File: src/tlf_pkg.sv
// package: register map, reset values and helpers for the thermal limit block
package tlf_pkg;

  localparam int TLF_NCH = 5;

  localparam logic [7:0] TLF_ADDR_EXT1_CRIT = 8'h19;
  localparam logic [7:0] TLF_ADDR_EXT2_CRIT = 8'h1A;
  localparam logic [7:0] TLF_ADDR_FAULT = 8'h1B;
  localparam logic [7:0] TLF_ADDR_STRAP_LIM = 8'h1E;
  localparam logic [7:0] TLF_ADDR_MASK = 8'h1F;
  localparam logic [7:0] TLF_ADDR_INT_CRIT = 8'h20;
  localparam logic [7:0] TLF_ADDR_HYST = 8'h21;
  localparam logic [7:0] TLF_ADDR_EXT3_CRIT = 8'h30;
  localparam logic [7:0] TLF_ADDR_EXT4_CRIT = 8'h38;

  localparam logic [7:0] TLF_CRIT_RESET = 8'h00;
  localparam logic [7:0] TLF_HYST_RESET = 8'h0A;
  localparam logic [7:0] TLF_STRAP_RESET = 8'h00;
  localparam logic [4:0] TLF_MASK_RESET = 5'h00;
  localparam logic [4:0] TLF_FAULT_RESET = 5'h00;

  // fault and mask bit layout: bit 0 internal, bits 1..4 external diodes
  localparam int TLF_MASK_W = 5;
  localparam int TLF_INT_BIT = 0;
  localparam int TLF_EXT1_BIT = 1;

  // release hysteresis of the strapped shutdown trip, in degrees
  localparam logic [7:0] TLF_HW_HYST = 8'h0A;
  // extended range shifts every code by this offset
  localparam logic [7:0] TLF_EXT_RANGE_OFFSET = 8'h40;

  function automatic logic [7:0] tlf_sat_sub(input logic [7:0] a, input logic [7:0] b);
    tlf_sat_sub = (a > b) ? 8'(a - b) : 8'h00;
  endfunction : tlf_sat_sub

  function automatic logic [7:0] tlf_encode(input logic [7:0] deg, input logic ext_range);
    tlf_encode = ext_range ? 8'(deg + TLF_EXT_RANGE_OFFSET) : deg;
  endfunction : tlf_encode

endpackage : tlf_pkg

File: src/tlf_hyst_latch.sv
// module: trip latch that sets above one threshold and releases below another
`timescale 1ns/1ps
module tlf_hyst_latch
  import tlf_pkg::*;
(
  input wire logic core_clk,
  input wire logic reset,
  input wire logic sample,
  input wire logic enable,
  input wire logic [7:0] temp,
  input wire logic [7:0] set_limit,
  input wire logic [7:0] clear_limit,
  output logic active_q
);

  // only evaluated on a finished conversion so a half-updated value never trips it
  always_ff @(posedge core_clk or posedge reset)
  begin
    if (reset)
    begin
      active_q <= 1'b0;
    end
    else if (!enable)
    begin
      active_q <= 1'b0;
    end
    else if (sample)
    begin
      if (temp > set_limit)
      begin
        active_q <= 1'b1;
      end
      else if (temp < clear_limit)
      begin
        active_q <= 1'b0;
      end
    end
  end

endmodule : tlf_hyst_latch

File: src/tlf_fault_flags.sv
// module: sticky diode fault flags that clear when read
`timescale 1ns/1ps
module tlf_fault_flags
  import tlf_pkg::*;
(
  input wire logic core_clk,
  input wire logic reset,
  input wire logic [3:0] fault_in,
  input wire logic clear_read,
  output logic [4:0] flags_q
);

  logic [4:0] set_bits;
  logic [4:0] flags_d;

  always_comb
  begin
    set_bits = {fault_in, 1'b0};
    // a fault arriving in the read cycle survives the clear
    flags_d = (clear_read ? TLF_FAULT_RESET : flags_q) | set_bits;
  end

  always_ff @(posedge core_clk or posedge reset)
  begin
    if (reset)
    begin
      flags_q <= TLF_FAULT_RESET;
    end
    else
    begin
      flags_q <= flags_d;
    end
  end

endmodule : tlf_fault_flags

File: src/tlf_thermal_limit_fault_mask.sv
// module: critical limits, strapped shutdown, diode fault flags and warning mask
//
// Summary of operation
// - read-only strapped shutdown limit at 0x1E, loaded from the strap pins at the first edge after reset
// - strapped limit reported in the temperature format chosen by the range bit
// - shutdown asserts when diode 1 (or internal on single-channel) exceeds strapped limit
// - strapped shutdown holds until temperature drops below limit minus ten degrees
// - four external critical limits at 0x19, 0x1A, 0x30, 0x38, reset zero
// - internal critical limit at 0x20, reset zero
// - shared critical hysteresis at 0x21, resets to 0x0A
// - fault register at 0x1B names the diodes behind the summary fault flag
// - reading the fault register clears all its bits except faults arriving in the read cycle
// - fault bits 1..4 flag external diodes 1..4, one means fault
// - mask register at 0x1F keeps masked channels off the warning output
// - critical output ignores the mask
// - mask bits 1..4 for external diodes, one suppresses, reset zero
// - mask bit 0 suppresses internal limit violations only
// - linked channels hold shutdown until below critical limit minus hysteresis
`timescale 1ns/1ps
module tlf_thermal_limit_fault_mask
  import tlf_pkg::*;
#(
  parameter bit SINGLE_CHANNEL = 1'b0
)
(
  input wire logic core_clk,
  input wire logic reset,
  input wire logic [7:0] reg_addr,
  input wire logic [7:0] reg_wdata,
  input wire logic reg_wr,
  input wire logic reg_rd,
  output logic [7:0] reg_rdata_q,
  input wire logic conv_done,
  input wire logic [7:0] int_temp,
  input wire logic [7:0] ext1_temp,
  input wire logic [7:0] ext2_temp,
  input wire logic [7:0] ext3_temp,
  input wire logic [7:0] ext4_temp,
  input wire logic [3:0] ext_diode_problem,
  input wire logic range_ext,
  input wire logic [4:0] sys_link,
  input wire logic [7:0] strap_limit_deg,
  output logic system_off_out_q,
  output logic warn_out_q,
  output logic crit_out_q,
  output logic fault_summary_q
);

  ////////////////////////////////////////////////////////////////////////////
  // registers

  logic [7:0] ext_crit_limit_q [1:4];
  logic [7:0] int_crit_limit_q;
  logic [7:0] crit_hysteresis_value_q;
  logic [4:0] mask_q;
  logic [7:0] strap_raw_q;
  logic strap_taken_q;
  logic [7:0] strapped_off_limit_q;
  logic [4:0] fault_flags;
  logic fault_rd;

  logic wr_ext1;
  logic wr_ext2;
  logic wr_ext3;
  logic wr_ext4;
  assign wr_ext1 = reg_wr && (reg_addr == TLF_ADDR_EXT1_CRIT);
  assign wr_ext2 = reg_wr && (reg_addr == TLF_ADDR_EXT2_CRIT);
  assign wr_ext3 = reg_wr && (reg_addr == TLF_ADDR_EXT3_CRIT);
  assign wr_ext4 = reg_wr && (reg_addr == TLF_ADDR_EXT4_CRIT);

  always_ff @(posedge core_clk or posedge reset)
  begin
    if (reset)
    begin
      ext_crit_limit_q[1] <= TLF_CRIT_RESET;
      ext_crit_limit_q[2] <= TLF_CRIT_RESET;
      ext_crit_limit_q[3] <= TLF_CRIT_RESET;
      ext_crit_limit_q[4] <= TLF_CRIT_RESET;
    end
    else
    begin
      if (wr_ext1) ext_crit_limit_q[1] <= reg_wdata;
      if (wr_ext2) ext_crit_limit_q[2] <= reg_wdata;
      if (wr_ext3) ext_crit_limit_q[3] <= reg_wdata;
      if (wr_ext4) ext_crit_limit_q[4] <= reg_wdata;
    end
  end

  always_ff @(posedge core_clk or posedge reset)
  begin
    if (reset)
    begin
      int_crit_limit_q <= TLF_CRIT_RESET;
      crit_hysteresis_value_q <= TLF_HYST_RESET;
      mask_q <= TLF_MASK_RESET;
    end
    else if (reg_wr)
    begin
      case (reg_addr)
        TLF_ADDR_INT_CRIT: int_crit_limit_q <= reg_wdata;
        TLF_ADDR_HYST: crit_hysteresis_value_q <= reg_wdata;
        TLF_ADDR_MASK: mask_q <= reg_wdata[TLF_MASK_W-1:0];
        default: ;
      endcase
    end
  end

  // the strap is caught once after reset release; writes to it are ignored
  always_ff @(posedge core_clk or posedge reset)
  begin
    if (reset)
    begin
      strap_raw_q <= TLF_STRAP_RESET;
      strap_taken_q <= 1'b0;
    end
    else if (!strap_taken_q)
    begin
      strap_raw_q <= strap_limit_deg;
      strap_taken_q <= 1'b1;
    end
  end

  // re-encoded every cycle so a range change is followed at the next edge
  always_ff @(posedge core_clk or posedge reset)
  begin
    if (reset)
    begin
      strapped_off_limit_q <= TLF_STRAP_RESET;
    end
    else
    begin
      // until the strap is caught the pins feed the encoder directly, so the limit is
      // already valid at the edge that enables the shutdown latch
      strapped_off_limit_q <= tlf_encode(strap_taken_q ? strap_raw_q : strap_limit_deg,
        range_ext);
    end
  end

  ////////////////////////////////////////////////////////////////////////////
  // register read and fault flags

  assign fault_rd = reg_rd && (reg_addr == TLF_ADDR_FAULT);

  tlf_fault_flags u_fault_flags (
    .core_clk(core_clk),
    .reset(reset),
    .fault_in(ext_diode_problem),
    .clear_read(fault_rd),
    .flags_q(fault_flags)
  );

  always_ff @(posedge core_clk or posedge reset)
  begin
    if (reset)
    begin
      reg_rdata_q <= 8'h00;
    end
    else if (reg_rd)
    begin
      case (reg_addr)
        TLF_ADDR_EXT1_CRIT: reg_rdata_q <= ext_crit_limit_q[1];
        TLF_ADDR_EXT2_CRIT: reg_rdata_q <= ext_crit_limit_q[2];
        TLF_ADDR_EXT3_CRIT: reg_rdata_q <= ext_crit_limit_q[3];
        TLF_ADDR_EXT4_CRIT: reg_rdata_q <= ext_crit_limit_q[4];
        TLF_ADDR_FAULT: reg_rdata_q <= {3'b000, fault_flags};
        TLF_ADDR_STRAP_LIM: reg_rdata_q <= strapped_off_limit_q;
        TLF_ADDR_MASK: reg_rdata_q <= {3'b000, mask_q};
        TLF_ADDR_INT_CRIT: reg_rdata_q <= int_crit_limit_q;
        TLF_ADDR_HYST: reg_rdata_q <= crit_hysteresis_value_q;
        default: reg_rdata_q <= 8'h00;
      endcase
    end
  end

  ////////////////////////////////////////////////////////////////////////////
  // per-channel critical and linked shutdown latches

  logic [7:0] ch_temp [0:TLF_NCH-1];
  logic [7:0] ch_limit [0:TLF_NCH-1];
  logic [TLF_NCH-1:0] crit_state;
  logic [TLF_NCH-1:0] link_state;

  always_comb
  begin
    ch_temp[0] = int_temp;
    ch_temp[1] = ext1_temp;
    ch_temp[2] = ext2_temp;
    ch_temp[3] = ext3_temp;
    ch_temp[4] = ext4_temp;
    ch_limit[0] = int_crit_limit_q;
    ch_limit[1] = ext_crit_limit_q[1];
    ch_limit[2] = ext_crit_limit_q[2];
    ch_limit[3] = ext_crit_limit_q[3];
    ch_limit[4] = ext_crit_limit_q[4];
  end

  for (genvar g = 0; g < TLF_NCH; g++)
  begin : g_ch
    tlf_hyst_latch u_crit (
      .core_clk(core_clk),
      .reset(reset),
      .sample(conv_done),
      .enable(1'b1),
      .temp(ch_temp[g]),
      .set_limit(ch_limit[g]),
      .clear_limit(tlf_sat_sub(ch_limit[g], crit_hysteresis_value_q)),
      .active_q(crit_state[g])
    );
    tlf_hyst_latch u_link (
      .core_clk(core_clk),
      .reset(reset),
      .sample(conv_done),
      .enable(sys_link[g] && strap_taken_q),
      .temp(ch_temp[g]),
      .set_limit(strapped_off_limit_q),
      .clear_limit(tlf_sat_sub(ch_limit[g], crit_hysteresis_value_q)),
      .active_q(link_state[g])
    );
  end

  logic [7:0] hw_temp;
  logic hw_state;
  assign hw_temp = SINGLE_CHANNEL ? int_temp : ext1_temp;

  tlf_hyst_latch u_hw (
    .core_clk(core_clk),
    .reset(reset),
    .sample(conv_done),
    .enable(strap_taken_q),
    .temp(hw_temp),
    .set_limit(strapped_off_limit_q),
    .clear_limit(tlf_sat_sub(strapped_off_limit_q, TLF_HW_HYST)),
    .active_q(hw_state)
  );

  ////////////////////////////////////////////////////////////////////////////
  // outputs

  logic [TLF_NCH-1:0] warn_src;
  always_comb
  begin
    // the internal channel has no diode fault, so only its limit counts
    warn_src = crit_state | fault_flags;
    warn_src = warn_src & ~mask_q;
  end

  always_ff @(posedge core_clk or posedge reset)
  begin
    if (reset)
    begin
      system_off_out_q <= 1'b0;
      warn_out_q <= 1'b0;
      crit_out_q <= 1'b0;
      fault_summary_q <= 1'b0;
    end
    else
    begin
      system_off_out_q <= hw_state | (|link_state);
      warn_out_q <= |warn_src;
      crit_out_q <= |crit_state;
      fault_summary_q <= |fault_flags;
    end
  end
endmodule : tlf_thermal_limit_fault_mask

File: config.mk
export PLATFORM = sky130hd
export DESIGN_NAME = tlf_thermal_limit_fault_mask
export DESIGN_NICKNAME = d
export VERILOG_FILES = /design/src/tlf_pkg.sv /design/src/tlf_hyst_latch.sv /design/src/tlf_fault_flags.sv /design/src/tlf_thermal_limit_fault_mask.sv
export SDC_FILE = /design/constraint.sdc
export NUM_CORES = 1
export LEC_CHECK = 0
export BUFFER_PORTS_ARGS = -buffer_cell sky130_fd_sc_hd__buf_2
export CAP_MARGIN = 10
export CORE_ASPECT_RATIO = 0.7
export CORE_UTILIZATION = 43
export CTS_CLUSTER_DIAMETER = 50
export DETAILED_ROUTE_END_ITERATION = 7
export SKIP_CTS_REPAIR_TIMING = 1
export SLEW_MARGIN = 30
export SYNTH_ARGS = -nofsm -noshare
export SYNTH_HDL_FRONTEND = slang
export SYNTH_SLANG_ARGS = --single-unit
File: constraint.sdc
create_clock -name core_clk -period 9.3 [get_ports core_clk]
set_clock_uncertainty 0.2 [all_clocks]
set_input_delay 1.86 -clock core_clk [delete_from_list [all_inputs] [get_ports core_clk]]
set_output_delay 1.86 -clock core_clk [all_outputs]
set_load 0.02 [all_outputs]
==> results of run 1 <==
[power by group through the flow]
stage               logic, mW  clock network (mW)  registers, mW
floorplan               0.396                   0          0.452
global placement        0.528                   0          0.480
detailed placement      0.538                   0          0.479
CTS                     0.541               0.369          0.472
global route            0.618               0.384          0.475
finish                  0.545               0.367          0.473
[sequential cells by signal, summed over array words and instances, names as in the netlist, 4 cells and up]
| name | flops |
|---|---|
| g_ch.u_crit.active_q | 5 |
| ch_limit | 32 |
| g_ch.u_link.active_q | 5 |
| crit_hysteresis_value_q | 8 |
| reg_rdata_q | 8 |
| int_crit_limit_q | 8 |
| strapped_off_limit_q | 8 |
| u_fault_flags.flags_q | 4 |
| mask_q | 5 |
[layout by cell type (no fill, tap or decap), types with 36 or more instances in the layout]
cell,instances
ha_1,163
buf_2,90
inv_1,88
dfrtp_1,88
nand2_1,74
a21oi_1,61
mux2_2,59
o21ai_0,52
nor2_1,38
nand4_1,36
[metrics by stage]
| step | hold slack (ps) | setup WS (ps) | instances | cell area, µm² |
|---|---|---|---|---|
| after floorplan | 235.5 | 4880 | 1006 | 9155 |
| after global placement | 288.7 | 5341 | 1354 | 9879 |
| after detailed placement | 279.9 | 5320 | 1354 | 9881 |
| after CTS | 292.8 | 5500 | 1370 | 10160 |
| after global routing | 313.4 | 5229 | 1370 | 10160 |
| final | 295.7 | 5471 | 1370 | 10160 |
[cells in the mapped netlist (6+ instances only)]
master	number	area (µm²)
or2_2	6	37.54
or3_1	9	56.30
nor2b_1	35	219.0
nor2_1	38	142.6
o22ai_1	12	75.07
nand2b_1	11	68.82
a211oi_1	11	82.58
a221o_1	11	110.1
dfrtp_1	89	2227
mux2_2	59	664.4
o2111ai_1	7	61.31
a31oi_1	8	50.05
and4_1	10	87.58
o211ai_1	17	127.6
o21ai_0	52	260.3
ha_1	163	2039
nand3_1	20	100.1
xnor2_1	16	140.1
mux2i_1	10	100.1
mux2_4	8	120.1
inv_1	89	334.1
nand4_1	36	225.2
o21a_1	24	180.2
a21o_1	9	67.56
nand3b_1	14	105.1
nor3_1	20	100.1
nand2_1	74	277.8
a21oi_1	61	305.3
clkbuf_1	14	52.55
[routing by layer]
layer | part of all wire, % | GRT usage [%] | up-vias
li1 | - | - | 3918
met1 | 50 | 41.68 | 3908
met2 | 43 | 40.21 | 277
met3 | 6.8 | 4.029 | 22
met4 | 0.89 | 4.526 | 0
met5 | 0 | 0 | -
[critical path, cell delays in order, from the launching register on]
cell and delay [ps]:
dfstp_2 800, inv_1 320, ha_1 390, nor2b_1 130
o21ai_0 220, a211oi_1 160, o41ai_1 340, mux2i_1 270
ha_1 270, nand2_1 80, o2111ai_1 130, a21oi_1 230
o22ai_1 150
[layout make-up]
class / instances / share of cell area, %
clock buffers: 10 / 2.254
clock inverters: 6 / 0.4681
inverters: 89 / 3.314
multi-input cells: 807 / 63.60
flip-flops and latches: 91 / 22.46
well taps: 276 / 3.400
repair buffers: 91 / 4.509
[how the worst min path moves through the flow]
stage	slack [ps]	endpoint
finish	300	warn_out_q
global route	310	warn_out_q
CTS	290	warn_out_q
detailed placement	280	warn_out_q
global placement	290	warn_out_q
floorplan	240	system_off_out_q
[kinds of logic (layout without fill, tap and decap cells)]
kind of cell | Yosys count | count (layout) | share of synthesized area [%]
AND/OR/NAND/NOR | 300 | 300 | 18.38
AO/OA/AOI/OAI | 239 | 239 | 16.97
flip-flops | 91 | 91 | 24.90
other | 1 | 1 | 0.04096
multiplexers | 78 | 78 | 9.786
adder cells (fa/ha/maj) | 168 | 168 | 23.37
buffers and inverters | 108 | 196 | 4.537
XOR/XNOR | 21 | 21 | 2.009
==> results.ini, run 1 <==
[cts]
clkSinkCount=91
clock_path_buffers=2
insertion_delay_ps=370
cts_tree=done
clk_transition_reported_paths_ps=70
root_buffer=clkbuf_16
h-tree-depth=3
numCtsBuffers=9

[yosys]
ys_seq_elements=91
postSynthCellCount=1006
ys_types=68
ys_async_sr_fraction_pct=100.0
ys_warn_count=0
synth_area_um2=9155
syn-num-nets=1253
avgSynthCellArea_um2=9.100
yosys_most_used_dff=dfrtp_1
ys_seq_area_share_pct=24.90
synth-edff-count=0

[global_route]
grt_pass1_wl_um=43950
grt_usage_pct=27.15
grt_pass1_vias=7398
antenna_found_initial=0
grt_max_degree=60
grt_remaining_overflow=0

[pwr]
internal_power_mw=0.8380
p_per_area_nw_per_um2=136.3
irDropWorstVdd_mv=0.07435
swShare_pct=39.46
combPwrFrac_pct=39.4
p_total_mw=1.384
sequentialPowerShare_pct=34.1
clockPowerShare_pct=26.5
power.leakage_nw=4.557
netSwitchingPower_mw=0.5462

[placement]
place_congestion=0.9660
port_buffers=90
dp_hpwl_um=22560

[die]
rows=44
coreArea_um2=20810
die_area_um2=21890
start_util_pct=43.99
die_h_um=124.1
fp.dieW_um=176.4
io_pins=91

[worst_setup_path]
r2r_setup_slack_ps=5470
worstPathMaxFanout=8
reg2reg_to=g_ch[1].u_crit.active_q
critPathCapture=g_ch[1].u_crit.active_q
crit_required_ps=9320
r2r_cells=12
endpoint_kind=flop
worstSetupPathType=reg -> reg
cp-startpoint=crit_hysteresis_value_q[1]
timing.rr.start=crit_hysteresis_value_q[1]
worst_ep_arrival_time_ps=3850
startpoint_type=flop

[route]
ant_nets=0
firstDrtPassIters=7
drtIter0Drc=697
wl_um=29140
vias=8125
via_per_inst=5.931
drc=0
wl_per_cell_um=21.27

[sta]
period_share_pct=41.18
drv_slew=0
tightest_slew_ps=829.3
slew_headroom_pct=44.20
fin_crit_ps=3829
setup_viol=0
max_freq_ghz=0.2611
fin_tns_setup_ps=0
rsz0062_at_grt=no
hold_violations=0

[min_path]
worstHoldPathCells=1
hold_class=reg -> reg
worstHoldStart=mask_q[1]

[run]
max_cap_viol_count=0

[outcome]
status=finished clean

[final_layout]
drive_gt1_share_pct=17.55
fill_cells=2013
multi_input_comb_area_um2=6460
nets=1336
final_util_pct=48.81
diodes=0
regArea_um2=2281
area_growth_syn_to_layout_pct=10.95

No activity file was read; power rests on OpenSTA's default activity.
==> inputs of run 2 (changes only) <==
Clock period 9.3 ns to 3.85 ns, I/O delays scaled along.
==> run 2 against run 1 <==
  * Maximum frequency grew 7.9%
  * Flip-flop and latch count is the same
  * Clock power grew 130%
  * Utilization grew 0.11 points
  * Sequential power grew 140%
  * Design area grew 0.23%
  * First-iteration DRC count shrank 11%
  * Setup slack lost 5200 ps
  * Hold slack lost 69 ps
  * Final cell count grew 0.36%
  * Highest routed layer unchanged
==> results.ini, run 2 (same netlist as run 1, synthesis figures left out) <==
[final_layout]
diodes=0
area_growth_syn_to_layout_pct=11.21
fill_cells=2006
final_common_cell=ha_1
final_cells=1375
drive_gt1_share_pct=17.83
regArea_um2=2281
mostFrequentLayoutCells=ha_1 (163), buf_2 (90), inv_1 (88), dfrtp_1 (88), nand2_1 (74)
nets=1341
final_util_pct=48.92
largest_reg_flops=32
multi_input_comb_area_um2=6460

[pwr]
clockPowerShare_pct=25.2
irDropWorstVdd_mv=0.2289
internal_power_mw=2.019
combPwrFrac_pct=40.3
p_per_area_nw_per_um2=322.7
sequentialPowerShare_pct=34.5
swShare_pct=38.54
power.leakage_nw=4.573
netSwitchingPower_mw=1.266

[die]
coreArea_um2=20810
fp.dieW_um=176.4
die_area_um2=21890
die_h_um=124.1
rows=44
io_pins=91
start_util_pct=43.99

[worst_setup_path]
path_buf_inv=1
startpoint_type=flop
worstPathMaxFanout=8
crit_top_cell=ha_1
critPathMaxStageDelay_ps=740
reg2reg_to=g_ch[1].u_crit.active_q
cp_slowest_cell=dfstp_2
crit_path_cell_trace=inv_1, ha_1, nor2b_1, o21ai_0, a211oi_1, o41ai_1, mux2i_1, ha_1, nand2_1, o2111ai_1, a21oi_1, o22ai_1
endpoint_kind=flop
timing.rr.start=crit_hysteresis_value_q[1]
r2r_cells=12
r2r_setup_slack_ps=300
worstSetupPathType=reg -> reg
critical-path-top-delay-family=compound AO/OA/AOI/OAI gates
worst_ep_arrival_time_ps=3580
crit_required_ps=3880

[cts]
root_buffer=clkbuf_16
clk_transition_reported_paths_ps=70
clock_path_buffers=2
h-tree-depth=3
numCtsBuffers=9
clkSinkCount=91
cts_tree=done
insertion_delay_ps=350

[sta]
fin_crit_ps=3550
period_share_pct=92.21
tightest_slew_ps=794.7
hold_violations=0
drv_slew=0
slew_headroom_pct=46.53
setup_viol=0
max_freq_ghz=0.2817
fin_tns_setup_ps=0
setup_ws_ps=299.7
rsz0062_at_grt=no

[global_route]
grt_max_degree=36
busiest_layer=met2
grt_remaining_overflow=0
grt_usage_pct=27.08
grt_pass1_wl_um=43900
grt_use_met3_pct=5.433
grt_util_met1_pct=39.88
gr-usage-met2_pct=40.45
antenna_found_initial=0
grt_pass1_vias=7475

[route]
wl_um=28810
firstDrtPassIters=6
wl_per_cell_um=20.95
drtIter0Drc=622
drc=0
ant_nets=0
vias=8066
via_per_inst=5.866

[placement]
dp.cells=1359
place_congestion=0.9462
place_ws_ps=345.8
port_buffers=90
dp_hpwl_um=22680

[run]
max_cap_viol_count=0

[outcome]
status=finished clean

[min_path]
hold_class=in -> async

[run 2: cell count changes in the layout (fill, tap and decap cells not counted), sizes merged]
cell / change
clkinvlp: +1
clkbuf: +1
clkinv: +1
inv: -3
buf: +5
[run 2: layer usage]
layer | wire length (µm) | vias to the layer above
met3 | 2303 | 36
met4 | 496 | 0
met5 | 0 | -
li1 | - | 3925
met1 | 14200 | 3847
met2 | 11810 | 258
[run 2: power by group through the flow]
| stage | registers (mW) | logic (mW) | clock network (mW) |
|---|---|---|---|
| 4_1_cts | 1.13 | 1.32 | 0.833 |
| 6_report | 1.13 | 1.32 | 0.826 |
| 2_1_floorplan | 1.09 | 0.956 | 0 |
| 3_3_place_gp | 1.15 | 1.30 | 0 |
| 3_5_place_dp | 1.15 | 1.31 | 0 |
| 5_1_grt | 1.14 | 1.51 | 0.871 |
[run 2: final cells by class]
type	instances	area share (%)
multi-input combinational	807	63.45
inverter	89	3.306
tap	276	3.392
clock buffer	11	2.286
sequential	91	22.40
clock inverter	5	0.2949
timing repair buffer	96	4.867
[run 2: metrics by stage]
| step | total power [mW] | cell area (µm²) | hold slack [ps] |
|---|---|---|---|
| floorplan | 2.047 | 9155 | 235.5 |
| detailed placement | 2.458 | 9918 | 271.3 |
| CTS | 3.283 | 10180 | 249.4 |
| global placement | 2.445 | 9917 | 271.2 |
| global route | 3.521 | 10180 | 271.4 |
| finish | 3.286 | 10180 | 226.9 |
[run 2: worst register-to-register path: stages (launching register included)]
cell,delay [ps]
dfstp_2,740
inv_1,250
ha_1,370
nor2b_1,130
o21ai_0,190
a211oi_1,140
o41ai_1,420
mux2i_1,250
ha_1,270
nand2_1,90
o2111ai_1,130
a21oi_1,170
o22ai_1,90
[run 2: worst max-delay path by stage]
| stage | cells past startpoint | slack (ps) | from | end |
|---|---|---|---|---|
| floorplan | 1 | 520 | reset | ch_limit[0] |
| global placement | 12 | 370 | crit_hysteresis_value_q[1] | g_ch[1].u_crit.active_q |
| detailed placement | 12 | 350 | crit_hysteresis_value_q[0] | g_ch[1].u_link.active_q |
| CTS | 12 | 330 | crit_hysteresis_value_q[0] | g_ch[1].u_link.active_q |
| global route | 12 | 70 | crit_hysteresis_value_q[0] | g_ch[1].u_link.active_q |
| finish | 12 | 300 | crit_hysteresis_value_q[1] | g_ch[1].u_crit.active_q |
==> inputs of run 3 (changes only) <==
--- a/config.mk
+++ b/config.mk
@@ -13,2 +13,3 @@
 export DETAILED_ROUTE_END_ITERATION = 7
+export HOLD_SLACK_MARGIN = 0.12
 export SKIP_CTS_REPAIR_TIMING = 1
==> constraint.sdc (replaced) <==
create_clock -name core_clk -period 4.43 [get_ports core_clk]
set_clock_uncertainty 0.2 [all_clocks]
set_input_delay 0.886 -clock core_clk [delete_from_list [all_inputs] [get_ports core_clk]]
set_output_delay 0.886 -clock core_clk [all_outputs]
set_load 0.1 [all_outputs]
==> run 3 against run 2 <==
  * Wire length up 0.98%
  * Sequential share of layout area down 0.096 points
  * Utilization up 0.21 points
  * Non-clock buffer count down 3
  * Final cell count down 0.22%
  * Total power down 7.5%
  * Clock power up 5.8%
  * Largest power group unchanged
  * Highest routed layer unchanged
==> results.ini, run 3 (same netlist as run 1, synthesis figures left out) <==
[worst_setup_path]
startpoint_type=flop
worstSetupPathType=reg -> reg
worstPathMaxFanout=8
endpoint_kind=flop
path_buf_inv=1
crit_required_ps=4460
worst_ep_arrival_time_ps=3630
cp-startpoint=crit_hysteresis_value_q[1]
cp_slowest_cell=dfstp_2
crit_path_cell_trace=inv_1, ha_1, nor2b_1, o21ai_0, a211oi_1, o41ai_1, mux2i_1, ha_1, nand2_1, o2111ai_1, a21oi_1, o22ai_1
timing.rr.start=crit_hysteresis_value_q[1]
critPathMaxStageDelay_ps=730
critical-path-top-delay-family=compound AO/OA/AOI/OAI gates
crit_top_cell=ha_1

[sta]
rsz0062_at_grt=no
fin_crit_ps=3597
fin_tns_setup_ps=0
slew_headroom_pct=53.18
tightest_slew_ps=684.6
hold_violations=0
hold_slack_ps=285.2
drv_slew=0
period_share_pct=81.20
setup_viol=0
max_freq_ghz=0.2780

[final_layout]
design_area_um2=10220
drive_gt1_share_pct=17.70
largest_reg_flops=32
mostFrequentLayoutCells=ha_1 (163), buf_2 (90), inv_1 (88), dfrtp_1 (88), nand2_1 (74)
area_growth_syn_to_layout_pct=11.69
fill_cells=2025
diodes=0
final_common_cell=ha_1
nets=1338

[min_path]
hold_class=reg -> reg
worstHoldStart=mask_q[1]

[placement]
place_congestion=0.9602
placed_area_um2=9896
port_buffers=90
dp_hpwl_um=22730

[cts]
insertion_delay_ps=350
clkSinkCount=91
h-tree-depth=3
root_buffer=clkbuf_16
clock_path_buffers=2
cts_tree=done
numCtsBuffers=9
clk_transition_reported_paths_ps=70

[die]
fp.dieW_um=176.4
die_area_um2=21890
rows=44
io_pins=91
coreArea_um2=20810
start_util_pct=43.99
die_h_um=124.1

[route]
vias=8134
firstDrtPassIters=5
via_per_inst=5.929
drtIter0Drc=603
wl_per_cell_um=21.20
ant_nets=0
drc=0
wl_um=29090

[global_route]
grt_pass1_wl_um=44580
grt_usage_pct=27.35
antenna_found_initial=0
grt_pass1_vias=7539
grt_remaining_overflow=0
grt_max_degree=35

[pwr]
power.leakage_nw=4.592
irDropWorstVdd_mv=0.1969
p_per_area_nw_per_um2=297.2

[run]
max_cap_viol_count=0

[outcome]
status=finished clean

## run 3: cell types whose count changed in the layout (fill, tap and decap cells not counted), sizes merged
cell / previous run / this run
buf: 96 / 93
clkinv: 3 / 1
clkbuf: 11 / 12
clkinvlp: 2 / 1
bufinv: 0 / 2
## run 3: routing by layer
layer  GRT usage, %  wire, µm  vias up  share of wire [%]
li1               -         -     3912                  -
met1          42.03     14950     3873                 51
met2          40.33     11810      315                 41
met3          3.694      1830       34                6.3
met4          5.388       508        0                1.7
met5              0         0        -                  0
## run 3: area by class of cell
class / instances / area (µm²) / share of cell area (%)
sequential: 91 / 2281 / 22.31
timing repair buffer: 93 / 473.0 / 4.626
multi-input combinational: 807 / 6460 / 63.18
tap: 276 / 345.3 / 3.377
clock inverter: 4 / 72.57 / 0.7097
inverter: 89 / 336.6 / 3.292
clock buffer: 12 / 256.5 / 2.509
## run 3: final timing paths
check                                          endpoint  slack, ps  cells after the start
worst max-delay path            g_ch[1].u_crit.active_q        830                     12
worst min-delay path                         warn_out_q        290                      1
worst max register to register  g_ch[1].u_crit.active_q        830                     12
worst min register to register               warn_out_q        290                      1
max in group asynchronous                 strap_taken_q       2870                      3
min in group asynchronous                     mask_q[2]        350                      2
## run 3: power breakdown
part           switching, mW  total [mW]  internal, mW  leakage, nW
sequential             0.101       0.989         0.888         1.17
combinational          0.689        1.18         0.487         3.26
clock                  0.348       0.874         0.525        0.159
total                   1.14        3.04          1.90         4.59
## run 3: per-stage QoR
stage | instances | power (mW) | util [%] | setup slack [ps]
2_1_floorplan | 1006 | 1.798 | - | 983.7
3_3_place_gp | 1356 | 2.142 | 47.55 | 972.7
3_5_place_dp | 1356 | 2.156 | 47.55 | 914.9
4_1_cts | 1372 | 3.032 | 49.13 | 889.9
5_1_grt | 1372 | 3.239 | 49.13 | 534.2
6_report | 1372 | 3.039 | 49.13 | 833.0
